## src/verilog/ess_pkg.sv

```systemverilog
// Constants and types shared by the enable/soft-start/reference sequencer
package ess_pkg;
   // Voltage-select code
   localparam int SEL_W = 5;
   localparam logic [4:0] CODE_OFF = 5'h1f;
   localparam int CODE_BASE = 30;
   localparam int BASE_MV = 800;
   localparam int STEP_MV = 25;
   localparam int MIN_MV = 800;
   localparam int MAX_MV = 1550;
   // Level and current widths (mV and nA)
   localparam int LVL_W = 11;
   localparam int CUR_W = 18;
   // Soft-start counter
   localparam int SS_W = 11;
   localparam int SS_LEN = 2048;
   localparam logic [10:0] SS_LAST = 11'h7ff;
   localparam logic [10:0] SS_ZERO = 11'h000;
   localparam logic [10:0] SS_ONE = 11'h001;
   // Ramp end point in percent of the reference
   localparam int RAMP_PCT = 140;
   localparam int PCT_DEN = 100;
   // Offset current start value in nA
   localparam int OFFSET_START_NA = 160000;
   // Synchroniser width: phase, enable, supply, five code bits
   localparam int SYNC_W = 8;

   typedef enum logic [1:0] {
      ESS_SHUT,
      ESS_SOFT,
      ESS_RUN
   } ess_state_t;
endpackage

```

## src/verilog/ess_sync.sv

```systemverilog
// Two-flop synchroniser for asynchronous pin inputs
`timescale 1ns/1ps
module ess_sync #(
   parameter int W = 1
) (
   input wire logic ref_clk,
   input wire logic sys_rst,
   input wire logic [W-1:0] d,
   output logic [W-1:0] q
);
   logic [W-1:0] meta_reg;

   // First stage feeds only the second stage
   always_ff @(posedge ref_clk) begin
      if (sys_rst) begin
         meta_reg <= '0;
         q <= '0;
      end else begin
         meta_reg <= d;
         q <= meta_reg;
      end
   end
endmodule

```

## src/verilog/ess_sequencer.sv

```systemverilog
// Enable qualification, soft-start and stepped reference sequencer
`timescale 1ns/1ps
// Contract
// - Below supply-ok, PWM outputs stay high-impedance.
// - Stay shut down until enable comparator reports above threshold.
// - All-ones code forces shut-down; any other code allows restart.
// - Supply-ok, enable-ok, valid code start soft-start immediately.
// - Soft-start is 2048 phase pulses counted by 11-bit counter.
// - Ramp level rises linearly from zero to 140% of reference.
// - Offset current falls linearly from start value to zero.
// - Soft-start target is smaller of reference and ramp level.
// - Code changes are sampled only at phase-1 cycle starts; in shut-down any code but all-ones is loaded every clock.
// - Stable new code steps reference 25mV every two cycles.
// - Code change completes within 2N-1 to 2N switching cycles.
// - Code 11110 is 0.800V, each decrement adds 25mV.
module ess_sequencer (
   input wire logic ref_clk,
   input wire logic sys_rst,
   input wire logic supply_ok,
   input wire logic enable_ok,
   input wire logic phase_clk,
   input wire logic [4:0] voltage_select_pins,
   output logic pwm_oe_n,
   output logic [10:0] reference_level,
   output logic [11:0] soft_start_ramp_level,
   output logic [10:0] regulation_target,
   output logic [17:0] soft_start_offset_current,
   output logic soft_start_done
);

   ////////////////////////////////////////////////////////////////////////
   // Pin synchronisation and phase-1 start detection

   logic [7:0] sync_q;
   logic phase_d_reg;

   // All pins are asynchronous to ref_clk
   ess_sync #(.W(ess_pkg::SYNC_W)) u_sync (
      .ref_clk(ref_clk),
      .sys_rst(sys_rst),
      .d({phase_clk, enable_ok, supply_ok, voltage_select_pins}),
      .q(sync_q)
   );

   wire logic phase_s = sync_q[7];
   wire logic enable_s = sync_q[6];
   wire logic supply_s = sync_q[5];
   wire logic [4:0] sel_s = sync_q[4:0];

   // Edge seen on the synchronised copy, never on the first stage
   always_ff @(posedge ref_clk) begin
      if (sys_rst) begin
         phase_d_reg <= 1'b0;
      end else begin
         phase_d_reg <= phase_s;
      end
   end

   wire logic tick = phase_s & ~phase_d_reg;

   ////////////////////////////////////////////////////////////////////////
   // Enable qualification and sequencing state

   ess_pkg::ess_state_t state_reg;
   ess_pkg::ess_state_t state_next;
   logic [10:0] ss_count_reg;

   wire logic code_off = (sel_s == ess_pkg::CODE_OFF);
   // all three conditions, no extra delay
   wire logic go = supply_s & enable_s & ~code_off;

   always_comb begin
      state_next = state_reg;
      case (state_reg)
         ess_pkg::ESS_SHUT: begin
            if (go) begin
               state_next = ess_pkg::ESS_SOFT;
            end
         end
         ess_pkg::ESS_SOFT: begin
            if (!go) begin
               state_next = ess_pkg::ESS_SHUT;
            end else if (tick && ss_count_reg == ess_pkg::SS_LAST) begin
               state_next = ess_pkg::ESS_RUN;
            end
         end
         ess_pkg::ESS_RUN: begin
            if (!go) begin
               state_next = ess_pkg::ESS_SHUT;
            end
         end
         default: begin
            state_next = ess_pkg::ESS_SHUT;
         end
      endcase
   end

   // one count per phase pulse, 2048 in all
   wire logic [10:0] ss_count_next =
      (state_reg == ess_pkg::ESS_SOFT && go) ?
      (tick ? ss_count_reg + ess_pkg::SS_ONE : ss_count_reg) :
      ess_pkg::SS_ZERO;

   always_ff @(posedge ref_clk) begin
      if (sys_rst) begin
         state_reg <= ess_pkg::ESS_SHUT;
         ss_count_reg <= ess_pkg::SS_ZERO;
      end else begin
         state_reg <= state_next;
         ss_count_reg <= ss_count_next;
      end
   end

   ////////////////////////////////////////////////////////////////////////
   // On-the-fly code tracking

   logic [4:0] seen_code_reg;
   logic [4:0] ref_code_reg;
   logic step_wait_reg;

   // a code counts only if seen at two successive phase-1 starts
   wire logic stable = tick && (sel_s == seen_code_reg) && !code_off;
   // one step, then one cycle of rest
   // first step on confirmation gives the 2N-1..2N window
   wire logic do_step = stable && (sel_s != ref_code_reg) &&
      !step_wait_reg && (state_reg != ess_pkg::ESS_SHUT);
   wire logic [4:0] ref_code_step = (sel_s > ref_code_reg) ?
      ref_code_reg + 5'h01 : ref_code_reg - 5'h01;
   // Shut-down preloads the code so soft-start aims at the right level
   wire logic [4:0] ref_code_next =
      (state_reg == ess_pkg::ESS_SHUT) ?
      (code_off ? ref_code_reg : sel_s) :
      (do_step ? ref_code_step : ref_code_reg);

   always_ff @(posedge ref_clk) begin
      if (sys_rst) begin
         seen_code_reg <= ess_pkg::CODE_OFF;
         ref_code_reg <= ess_pkg::CODE_OFF;
         step_wait_reg <= 1'b0;
      end else begin
         ref_code_reg <= ref_code_next;
         if (tick) begin
            seen_code_reg <= sel_s;
            step_wait_reg <= do_step;
         end
      end
   end

   ////////////////////////////////////////////////////////////////////////
   // Reference, ramp, offset and target arithmetic

   // 25 mV per code step down from the base code
   wire logic [10:0] ref_mv_next = 11'(ess_pkg::BASE_MV +
      (ess_pkg::CODE_BASE - int'(ref_code_next)) * ess_pkg::STEP_MV);

   // count/2048 of 140% of the reference, 30-bit products
   wire logic [29:0] ramp_prod = 30'(ss_count_next) * 30'(ref_mv_next) *
      30'(ess_pkg::RAMP_PCT);
   // Ramp needs 12 bits: 140% of the top reference passes 2047 mV
   wire logic [11:0] ramp_soft =
      12'(ramp_prod / 30'(ess_pkg::PCT_DEN * ess_pkg::SS_LEN));
   wire logic [11:0] ramp_full = 12'((30'(ref_mv_next) *
      30'(ess_pkg::RAMP_PCT)) / 30'(ess_pkg::PCT_DEN));
   // zero at start, full 140% once running
   wire logic [11:0] ramp_next =
      (state_next == ess_pkg::ESS_RUN) ? ramp_full :
      (state_next == ess_pkg::ESS_SOFT) ? ramp_soft : 12'h000;

   // complementary fraction of the start current
   wire logic [29:0] offset_prod = 30'(ess_pkg::OFFSET_START_NA) *
      30'(ess_pkg::SS_LEN - int'(ss_count_next));
   wire logic [17:0] offset_next = (state_next == ess_pkg::ESS_SOFT) ?
      18'(offset_prod / 30'(ess_pkg::SS_LEN)) : 18'h00000;

   // lower of reference and ramp; ramp exceeds it once running
   wire logic [10:0] target_next =
      (state_next == ess_pkg::ESS_SHUT) ? 11'h000 :
      ((ramp_next < 12'(ref_mv_next)) ? 11'(ramp_next) : ref_mv_next);

   // supply loss drops straight to shut-down
   wire logic oe_n_next = (state_next == ess_pkg::ESS_SHUT);

   // Outputs registered from next values to save a cycle of lag
   always_ff @(posedge ref_clk) begin
      if (sys_rst) begin
         pwm_oe_n <= 1'b1;
         reference_level <= 11'h000;
         soft_start_ramp_level <= 12'h000;
         regulation_target <= 11'h000;
         soft_start_offset_current <= 18'h00000;
         soft_start_done <= 1'b0;
      end else begin
         pwm_oe_n <= oe_n_next;
         reference_level <= ref_mv_next;
         soft_start_ramp_level <= ramp_next;
         regulation_target <= target_next;
         soft_start_offset_current <= offset_next;
         soft_start_done <= (state_next == ess_pkg::ESS_RUN);
      end
   end
endmodule

```

## config.mk

```make
export PLATFORM = sky130hd
export DESIGN_NAME = ess_sequencer
export DESIGN_NICKNAME = d
export VERILOG_FILES = /design/src/verilog/ess_pkg.sv /design/src/verilog/ess_sync.sv /design/src/verilog/ess_sequencer.sv
export SDC_FILE = /design/constraint.sdc
export NUM_CORES = 1
export LEC_CHECK = 0
export ABC_AREA = 1
export BUFFER_PORTS_ARGS = -buffer_cell sky130_fd_sc_hd__buf_2
export CORE_ASPECT_RATIO = 1.5
export CORE_UTILIZATION = 45
export DETAILED_ROUTE_END_ITERATION = 7
export GPL_TIMING_DRIVEN = 1
export PLACE_DENSITY = 0.65
export SLEW_MARGIN = 0
export SYNTH_ARGS = -nofsm -noshare
export SYNTH_HDL_FRONTEND = slang
export SYNTH_HIERARCHICAL = 1
export SYNTH_SLANG_ARGS = --single-unit
```

## constraint.sdc

```tcl
create_clock -name ref_clk -period 32.4 [get_ports ref_clk]
set_clock_uncertainty 0.05 [all_clocks]
set_input_delay 6.48 -clock ref_clk [delete_from_list [all_inputs] [get_ports ref_clk]]
set_output_delay 6.48 -clock ref_clk [all_outputs]
set_load 0.02 [all_outputs]
```

Word-level counts from Yosys, hierarchy flattened
Index checks and enable logic that the tools add are counted.
- word-level logic and storage cells: 71
- register bits: 95
- output and inout bits: 54
- bitwise operators: 6
- order comparisons: 2
- eq/ne operators: 8
- add/subtract/negate cells: 6
- div/mod/pow operators: 2
- multiplexer cells: 14
- multipliers: 5
- reductions and logical operators: 14
- operator list (operator ; count):
    11-bit 2-to-1 mux ; 3
    19-bit by 7-bit divider with 30-bit output (second input constant) ; 1
    30-bit by 18-bit divider with 30-bit output (second input constant) ; 1
    22-bit by 6-bit multiplier with 28-bit output (second input constant) ; 1
    12-bit 2-to-1 mux ; 2
    11-bit by 11-bit multiplier with 22-bit output ; 1
    11-bit by 13-bit multiplier with 21-bit output (first input constant) ; 1
    5-bit 2-to-1 mux ; 4
    11-bit by 6-bit multiplier with 17-bit output (second input constant) ; 1
    12-bit by 11-bit subtractor with 13-bit output (first input constant) ; 1
    12-bit by 11-bit < comparator with 1-bit output ; 1
    11-bit by 1-bit adder with 11-bit output (second input constant) ; 1
    11-bit adder (first input constant) ; 1
    11-bit == test (second input constant) ; 1
    6-bit by 6-bit multiplier with 11-bit output (second input constant) ; 1
    2-bit 2-to-1 mux ; 4
    1-bit logical AND ; 7
    2-bit case mux with 3 select lines ; 1
    5-bit by 5-bit subtractor with 6-bit output (first input constant) ; 1
    5-bit by 1-bit adder with 5-bit output (second input constant) ; 1
    5-bit == test ; 1
    5-bit == test (second input constant) ; 1
    5-bit greater-than comparator ; 1
    5-bit inequality test ; 1
    9 further kinds ; 18

Depth between registers and ports, before layout
Gate-level depths: netlist of run 1.
- depth after elaboration: 19
- depth in mapped cells: 146

By module
The synthesis of run 1 kept the hierarchy.
- modules (own cells, without submodules) (module ; area an instance (um^2) ; cells each ; instances):
    ess_sequencer ; 19439.9 ; 2967 ; 1
    ess_sync ; 474.2 ; 50 ; 1

Least setup slack after synthesis of run 1
OpenSTA, ideal clock, no wires.
- kind: register to register
- start: register ref_code_reg[4]
- end: register regulation_target[5]
- slack: 12.894 ns
- period minus slack after synthesis: 19.506 ns
- cell stages (with the launch flop): 128
- data arrival time: 19.343 ns
- cells stage by stage: dfxtp_1 > inv_1 > ha_1 > nand2_1 > nor2_1 > nand2_1 > inv_1 > a31oi_1 > fa_1 > nand3_1 > nand3_1 > and2_1 > clkbuf_1 > inv_1 > ha_1 > or2_2 > nand2_1 > clkbuf_1 > [... 92 more ...] > nand2_1 > nand2_1 > nand2_1 > nor2_1 > nand2_1 > nand2_1 > nand2_1 > o21ai_0 > ha_1 > nand2_1 > nand2_1 > nand2_1 > nand2_1 > nand2_1 > nand2_2 > buf_4 > nor2_1 > nor2_1
- longest elaborated chain between the ends: 16
- ends and longest elaborated chain (item ; line ; source):
    start: declaration ; ess_sequencer.sv:118 ; logic [4:0] ref_code_reg;
    start signal: assignment ; ess_sequencer.sv:138 ; ref_code_reg <= ess_pkg::CODE_OFF;
    start signal: assignment ; ess_sequencer.sv:141 ; ref_code_reg <= ref_code_next;
    branches (longest 4 deep; another with 5-bit greater-than comparator) ; n/a ;
    5-bit 2-to-1 mux * ; ess_sequencer.sv:133 ; (do_step ? ref_code_step : ref_code_reg);
    5-bit 2-to-1 mux * ; ess_sequencer.sv:131 ; (state_reg == ess_pkg::ESS_SHUT) ?
    via ref_code_next[1] ; ess_sequencer.sv:130 ; wire logic [4:0] ref_code_next =
    5-bit by 5-bit subtractor with 6-bit output * ; ess_sequencer.sv:154 ; (ess_pkg::CODE_BASE - int'(ref_code_next)) * ess_pkg::STEP_MV);
    6-bit by 6-bit multiplier with 11-bit output * ; ess_sequencer.sv:154 ;
    11-bit adder * ; ess_sequencer.sv:153 ; wire logic [10:0] ref_mv_next = 11'(ess_pkg::BASE_MV +
    via ref_mv_next[2] ; ess_sequencer.sv:153 ;
    11-bit by 11-bit multiplier with 22-bit output ; ess_sequencer.sv:157 ; wire logic [29:0] ramp_prod = 30'(ss_count_next) * 30'(ref_mv_next) *
    22-bit by 6-bit multiplier with 28-bit output ; ess_sequencer.sv:157 ;
    30-bit by 18-bit divider with 30-bit output ; ess_sequencer.sv:161 ; 12'(ramp_prod / 30'(ess_pkg::PCT_DEN * ess_pkg::SS_LEN));
    12-bit 2-to-1 mux ; ess_sequencer.sv:167 ; (state_next == ess_pkg::ESS_SOFT) ? ramp_soft : 12'h000;
    12-bit 2-to-1 mux * ; ess_sequencer.sv:166 ; (state_next == ess_pkg::ESS_RUN) ? ramp_full :
    via ramp_next[1] ; ess_sequencer.sv:165 ; wire logic [11:0] ramp_next =
    12-bit by 11-bit < comparator with 1-bit output * ; ess_sequencer.sv:178 ; ((ramp_next < 12'(ref_mv_next)) ? 11'(ramp_next) : ref_mv_next);
    11-bit 2-to-1 mux * ; ess_sequencer.sv:178 ;
    end signal: assignment ; ess_sequencer.sv:196 ; regulation_target <= target_next;
    end: declaration ; ess_sequencer.sv:26 ; output logic [10:0] regulation_target,
Mark *: on every way through the listed nets, which the timed path passes.
A chain may end at the register's enable or synchronous reset.

Worst setup path after layout of run 1
- start: register u_sync.q[3]
- end: register regulation_target[3]
- longest elaborated chain between the ends: 18
- ends and longest elaborated chain (item ; line ; source):
    start: declaration ; ess_sync.sv:9 ; output logic [W-1:0] q
    start signal: assignment ; ess_sync.sv:20 ; q <= meta_reg;
    branches (longest 7 deep; another with 5-bit greater-than comparator) ; n/a ;
    5-bit 2-to-1 mux * ; ess_sequencer.sv:131 ;
    via ref_code_next[0] ; ess_sequencer.sv:130 ;
    5-bit by 5-bit subtractor with 6-bit output * ; ess_sequencer.sv:154 ;
    6-bit by 6-bit multiplier with 11-bit output * ; ess_sequencer.sv:154 ;
    11-bit adder * ; ess_sequencer.sv:153 ;
    via ref_mv_next[8] ; ess_sequencer.sv:153 ;
    11-bit by 11-bit multiplier with 22-bit output ; ess_sequencer.sv:157 ;
    22-bit by 6-bit multiplier with 28-bit output ; ess_sequencer.sv:157 ;
    30-bit by 18-bit divider with 30-bit output ; ess_sequencer.sv:161 ;
    12-bit 2-to-1 mux ; ess_sequencer.sv:167 ;
    12-bit 2-to-1 mux * ; ess_sequencer.sv:166 ;
    via ramp_next[1] ; ess_sequencer.sv:165 ;
    12-bit by 11-bit < comparator with 1-bit output * ; ess_sequencer.sv:178 ;
    11-bit 2-to-1 mux * ; ess_sequencer.sv:178 ;
Marks and branches as above.

==> flow_summary_export.csv, run 1 <==
group,metric,value,unit
outcome,run_status,"finished clean",
global_routing,grt_antenna_before_repair,0,
floorplanning,design.portCount,64,
flow_run,drv_cap,0,
critical_path,critical_path_class,"reg2reg",
drt,num_vias,18569,
logic_synthesis,ys_ff_latch,95,
drt,first_iter_violations,854,
timing,slew_headroom,0.249,
final_layout,syn2layout_area_growth,5.53,%
critical_path,slowest_stage,"fa_1",
clocking,ctsHoldBuffers,0,
critical_path,endpoint,"regulation_target[3]",
clocking,post_cts_resized,0,
clocking,cts_setup_buffers,0,
logic_synthesis,avgSynthCellArea,6.60,µm²
drt,drc,0,
clocking,clk_path_buf_depth,2,
clocking,cts.sinks,95,
critical_path,cp-end-kind,"flop",
critical_path,cp-start-kind,"flop",
timing,final-hold-violation-count,0,
timing,period_minus_slack,22.57,ns
logic_synthesis,syn_nets,3435,
floorplanning,die_h,260,µm
drt,firstDrtPassIters,8,
final_layout,fin_area,21000,µm²
critical_path,critPathRequiredTime,32.63,ns
placed_design,placed_area,20700,µm²
floorplanning,core,43800,µm²
logic_synthesis,synth_ff_type,"dfxtp_1",
clocking,tritoncts,"built",
timing,rsz0062_at_grt,"no",
critical_path,arrival,22.80,ns
floorplanning,core.rowCount,94,
critical_path,crit_start,"u_sync/q[3]",
critical_path,crit_top_cell,"nand2_1",
placed_design,io_buffers,63,
min_path,hold_class,"reg2reg",
logic_synthesis,synth_edf_count,0,
clocking,insertion_delay,0.38,ns
timing,tns,0,ns
critical_path,r2r_start,"u_sync/q[3]",
floorplanning,die_x,174,µm
placed_design,gp_congestion,0.921,
final_layout,reg.largest.list,"soft_start_offset_current (18), soft_start_ramp_level (12)",
final_layout,layout-drive-gt1-share,0.100,
drt,wl_per_cell,14.2,µm
floorplanning,die-area,45100,µm²
global_routing,grt_pass1_vias,18538,
global_routing,grt.total_usage,0.234,
global_routing,gr-total-overflow,0,
drt,drt-vias-per-instance,5.11,
critical_path,reg2reg_slack,9.83,ns
logic_synthesis,netlist_instances,3017,
global_routing,grt_max_degree,57,
final_layout,nets,3472,
final_layout,diodes,0,
clocking,cts_made_buffers,9,
logic_synthesis,synth-async-reset-ratio,0,
logic_synthesis,yosysSeqAreaShare,0.0955,
final_layout,top_register,"soft_start_offset_current",
timing,max_freq,0.0443,GHz
clocking,clk_pin_slew,0.09,ns
floorplanning,start_util,0.455,
final_layout,final_util,0.480,
timing,setup_violations,0,
timing,worst_pin_slew,1.12,ns
timing,maxSlewViolCount,0,
drt,antenna_left,0,
global_routing,grt_pass1_wl,86900,µm
logic_synthesis,yosys_warnings,6,
logic_synthesis,ys_types,57,
placed_design,hpwlAfterDp,43600,µm
critical_path,worstPathMaxFanout,22,
logic_synthesis,netlist_area,19900,µm²
critical_path,slowest_delay,0.56,ns
clocking,root_buffer,"clkbuf_16",
timing,post-route-period-util,0.697,
drt,drt_wl_total,51600,µm
final_layout,largest_reg_flops,18,
clocking,htree_levels,3,
critical_path,r2r_cells,119,
critical_path,reg2reg_to,"regulation_target[3]",
worst max-delay path, delay by kind of cell (launching register included):
| kind | cells | cell delay, ns |
|---|---|---|
| AND/OR/NAND/NOR | 72 | 9.52 |
| adder cells (fa/ha/maj) | 19 | 7.16 |
| AO/OA/AOI/OAI | 14 | 2.84 |
| buffers and inverters | 11 | 1.32 |
| XOR/XNOR | 3 | 1.04 |
| flip-flops | 1 | 0.46 |
how the worst min path moves through the flow:
| stage | startpoint | to | slack [ns] | depth (start not counted) |
|---|---|---|---|---|
| floorplan | u_sync/meta_reg[0] | u_sync/q[0] | 0.34 | 2 |
| global placement | u_sync/meta_reg[0] | u_sync/q[0] | 0.35 | 2 |
| detailed placement | u_sync/meta_reg[0] | u_sync/q[0] | 0.35 | 2 |
| CTS | u_sync/meta_reg[7] | u_sync/q[7] | 0.36 | 2 |
| global route | u_sync/meta_reg[7] | u_sync/q[7] | 0.39 | 2 |
| finish | u_sync/meta_reg[7] | u_sync/q[7] | 0.36 | 2 |
stage by stage:
step	instances	worst slack, ns	hold WS, ns
6_report	3635	9.83	0.357
5_1_grt	3635	7.42	0.387
4_1_cts	3635	10.00	0.360
3_5_place_dp	3619	10.09	0.355
3_3_place_gp	3619	11.09	0.352
2_1_floorplan	3017	12.89	0.338
placed cells by master (no fill, tap or decap), types with 5 or more instances in the layout:
cell       instances
buf_4              6
fa_1             136
nand3_1          205
nor3_1            18
o21ai_0           85
nor2_4            13
a21oi_1           79
and2_1             5
nand2_1          726
clkbuf_16          9
inv_2             19
a31oi_1            6
dfxtp_1           95
a21o_1             5
clkinv_1           5
nor2_1           273
nand3b_1          15
xor2_1            70
a21boi_0           7
o21ai_1           17
nor2_2            26
a21oi_2            6
or2_2             10
ha_1             272
nand4_1           54
inv_1            610
o211ai_1          11
o21bai_1          11
buf_2             63
xnor2_1           28
nand3_2           27
o21a_1             5
nand2_2           79
nand2_4           29
cells by family after synthesis:
family                   count (synthesis)  synth area share
AO/OA/AOI/OAI                          248            0.0718
XOR/XNOR                                98            0.0431
adder cells (fa/ha/maj)                408             0.308
buffers and inverters                  678             0.135
flip-flops                              95            0.0955
AND/OR/NAND/NOR                       1490             0.347
metal layers:
metal | GRT usage | wire length [µm]
met1 | 0.253 | 20800
met2 | 0.455 | 27400
met3 | 0.0246 | 1600
met4 | 0.0997 | 1890
met5 | 0 | 0
final cells by class:
cell class | instances | area [µm²]
clock buffer | 9 | 225
tap | 576 | 721
multi-input combinational | 2244 | 15300
timing repair buffer | 69 | 360
fill | 4557 | 22700
clock inverter | 7 | 95.1
inverter | 635 | 2390
sequential | 95 | 1900
Yosys cell counts (6+ instances only):
master / number / area (µm²)
dfxtp_1: 95 / 1900
nor2_2: 26 / 163
a21boi_0: 7 / 52.6
o21ai_1: 17 / 85.1
xnor2_1: 28 / 245
nor2_4: 13 / 146
nand4_1: 54 / 338
a21oi_2: 6 / 52.6
nor3_1: 18 / 90.1
xor2_1: 70 / 613
nand2_4: 29 / 327
o211ai_1: 11 / 82.6
nand2_1: 726 / 2730
inv_2: 19 / 71.3
nand2_2: 79 / 494
o21bai_1: 11 / 82.6
nand3_1: 205 / 1030
or2_2: 10 / 62.6
nand3b_1: 15 / 113
clkbuf_1: 21 / 78.8
o21ai_0: 85 / 425
ha_1: 272 / 3400
a31oi_1: 6 / 37.5
a21oi_1: 79 / 395
fa_1: 136 / 2720
buf_6: 7 / 78.8
nand3_2: 27 / 270
inv_1: 610 / 2290
nor2_1: 273 / 1020
Power of run 1 is not shown: default switching activity piles up to over one toggle a cycle in this logic, so the estimate is an artifact.
==> run 2: changes to the inputs <==
- ABC_AREA: 1 -> 0
- PLACE_DENSITY: 0.65 -> 0.67
- clock period: 32.4 -> 19 ns (I/O delays scaled with it)
==> run 2 against run 1 <==
Effect of this change: the run now ends with negative setup slack left; sequential cell count is the same; synthesized area grew 7.5%; non-clock buffer count grew 452; count of clock-buffer cells in the layout is the same; hold slack gained 0.037 ns; via count grew 19%; critical path type unchanged; critical endpoint is now regulation_target[2].
==> flow_summary_export.csv, run 2 <==
group,metric,value,unit
critical_path,crit_top_cell,"fa_1",
floorplanning,die-area,48500,µm²
clocking,cts_made_buffers,9,
final_layout,largest_reg_flops,18,
logic_synthesis,ys_types,126,
floorplanning,core.rowCount,97,
min_path,holdPathEnd,"u_sync/q[1]",
timing,layout_setup_ws,-1.32,ns
logic_synthesis,synth_area_leaders,"ha_1, fa_1, dfxtp_1, inv_1, xnor2_1",
logic_synthesis,synth-async-reset-ratio,0,
logic_synthesis,syn_nets,3167,
final_layout,reg.largest.list,"soft_start_offset_current (18), soft_start_ramp_level (12)",
timing,slew_headroom,0.185,
logic_synthesis,netlist.area_leader.share,0.159,
clocking,cts.sinks,95,
final_layout,diodes,0,
critical_path,critical_path_class,"reg2reg",
drt,antenna_left,0,
global_routing,grt_pass1_vias,22541,
drt,drt-vias-per-instance,5.83,
final_layout,final_util,0.577,
logic_synthesis,avgSynthCellArea,7.79,µm²
final_layout,top_register,"soft_start_offset_current",
logic_synthesis,yosys.area.top_type,"ha_1",
final_layout,mostFrequentLayoutCells,"buf_4, inv_1, nor2_1, ha_1, nand2_1",
floorplanning,core,46800,µm²
logic_synthesis,yosysSeqAreaShare,0.0888,
outcome,run_status,"finished with violations",
clocking,root_buffer,"clkbuf_16",
timing,maxSlewViolCount,0,
min_path,whs_path_depth,1,
timing,setup_violations,14,
clocking,ctsHoldBuffers,0,
min_path,hold_class,"reg2reg",
final_layout,layout_commonest_cell,"buf_4",
global_routing,grt_pass1_wl,111000,µm
logic_synthesis,yosys_warnings,6,
final_layout,fin_area,27000,µm²
global_routing,grt_max_degree,58,
critical_path,reg2reg_to,"regulation_target[2]",
critical_path,path_buf_inv,15,
final_layout,syn2layout_area_growth,26.3,%
placed_design,gp_congestion,0.943,
clocking,tritoncts,"built",
floorplanning,die_h,269,µm
logic_synthesis,synth_edf_count,0,
critical_path,worstPathMaxFanout,7,
placed_design,dpl.cell_count,3731,
logic_synthesis,synth_most_common_cell,"inv_1",
timing,post-route-period-util,1.07,
timing,rsz0062_at_grt,"yes",
timing,worst_pin_slew,1.21,ns
final_layout,nets,3599,
floorplanning,design.portCount,64,
drt,drt_wl_total,68800,µm
critical_path,slowest_delay,0.57,ns
min_path,hold_path.startpoint,"u_sync/meta_reg[1]",
clocking,clk_path_buf_depth,2,
logic_synthesis,ys_ff_latch,95,
logic_synthesis,netlist_instances,2749,
global_routing,grt.total_usage,0.277,
placed_design,placed_area,25700,µm²
logic_synthesis,synth_ff_type,"dfxtp_1",
final_layout,layout-drive-gt1-share,0.264,
critical_path,cpLargestDelayFamily,"compound AO/OA/AOI/OAI gates",
floorplanning,die_x,180,µm
clocking,clk_pin_slew,0.08,ns
timing,final-hold-violation-count,0,
critical_path,critPathRequiredTime,19.22,ns
critical_path,reg2reg_slack,-1.32,ns
logic_synthesis,synth_commonest_cells,"inv_1, ha_1, nor2_1, nand2_1, fa_1",
timing,max_freq,0.0492,GHz
flow_run,drv_cap,0,
logic_synthesis,netlist_area,21400,µm²
drt,num_vias,22042,
timing,period_minus_slack,20.32,ns
global_routing,gr-total-overflow,0,
final_layout,regArea,1910,µm²
placed_design,io_buffers,63,
clocking,insertion_delay,0.36,ns
outcome,violations,"negative setup slack",
placed_design,hpwlAfterDp,56300,µm
drt,wl_per_cell,18.2,µm
critical_path,cp-end-kind,"flop",
critical_path,cp-start-kind,"flop",
critical_path,r2r_cells,97,
critical_path,slowest_stage,"fa_2",
critical_path,r2r_start,"ref_code_reg[4]",
final_layout,multi_input_area,18900,µm²
final_layout,instances_no_fill,3780,
floorplanning,start_util,0.457,
final_layout,n_fill_cell,4316,
global_routing,grt_antenna_before_repair,1,
drt,firstDrtPassIters,6,
critical_path,arrival,20.54,ns
clocking,htree_levels,3,
drt,drc,0,
drt,first_iter_violations,1453,
==> run 2: changes by cell type after synthesis, sizes merged, moves of 35 or more <==
cell	previous run	this run
inv	630	358
nor2	312	270
xnor2	28	124
mux2i	0	35
nand2	834	205
clkbuf	25	71
a21o	6	56
nor3	18	74
nand3	235	68
a21oi	87	133
==> run 2: how the worst max path moves through the flow <==
stage | slack, ns | cells after the start | endpoint | from
final | -1.32 | 97 | regulation_target[2] | ref_code_reg[4]
after floorplan | -1.37 | 95 | regulation_target[9] | ref_code_reg[2]
after detailed placement | -1.77 | 93 | regulation_target[9] | ref_code_reg[2]
after global placement | -1.38 | 91 | regulation_target[4] | ref_code_reg[2]
after CTS | -1.06 | 96 | regulation_target[2] | ref_code_reg[1]
after global routing | -2.20 | 97 | regulation_target[2] | ref_code_reg[4]
==> run 2: cell families (layout without fill, tap and decap cells) <==
logic type               count (synthesis)  count (layout)  share of synthesized area
buffers and inverters                  462             898                     0.0851
XOR/XNOR                               175             175                     0.0742
multiplexers                            44              44                     0.0211
adder cells (fa/ha/maj)                410             410                      0.287
flip-flops                              95              95                     0.0888
AO/OA/AOI/OAI                          687             687                      0.242
AND/OR/NAND/NOR                        876             877                      0.202
==> run 2: area by class of cell <==
type,count,area share
Tap cell,594,0.0275
Clock inverter,7,0.00319
Multi-Input combinational cell,2193,0.699
Sequential cell,95,0.0707
Inverter,361,0.0507
Clock buffer,9,0.00833
Timing Repair Buffer,521,0.141
==> run 2: layer usage <==
layer,vias up,track usage,part of all wire
met3,211,0.0219,0.038
li1,10571,-,-
met4,0,0.135,0.053
met1,10631,0.296,0.38
met2,629,0.539,0.53
met5,-,0,0
==> run 2: repair_timing <==
action,CTS,global route
pin swaps,49,52
setup endpoints to repair,15,15
cloned,2,0
buffers inserted,12,19
gates resized for setup,85,75
==> run 2: worst reg2reg max path, delay by kind of cell, from the launching register on <==
kind / cells / cell delay (ns)
compound gates: 40 / 7.93
fa+ha+maj: 18 / 6.35
simple gates: 18 / 3.11
buf+inv: 15 / 1.25
xor+xnor: 5 / 0.87
mux: 1 / 0.36
flops: 1 / 0.34
==> run 2: per-stage QoR <==
stage                     hold slack [ns]  setup slack [ns]  setup TNS [ns]
final                               0.395             -1.32          -15.46
after global routing                0.430             -2.20          -27.53
after CTS                           0.403             -1.06          -11.82
after detailed placement            0.384             -1.77          -22.07
after global placement              0.370             -1.38          -16.69
after floorplan                     0.364             -1.37          -15.73
Power of run 2 is left out for the same reason.
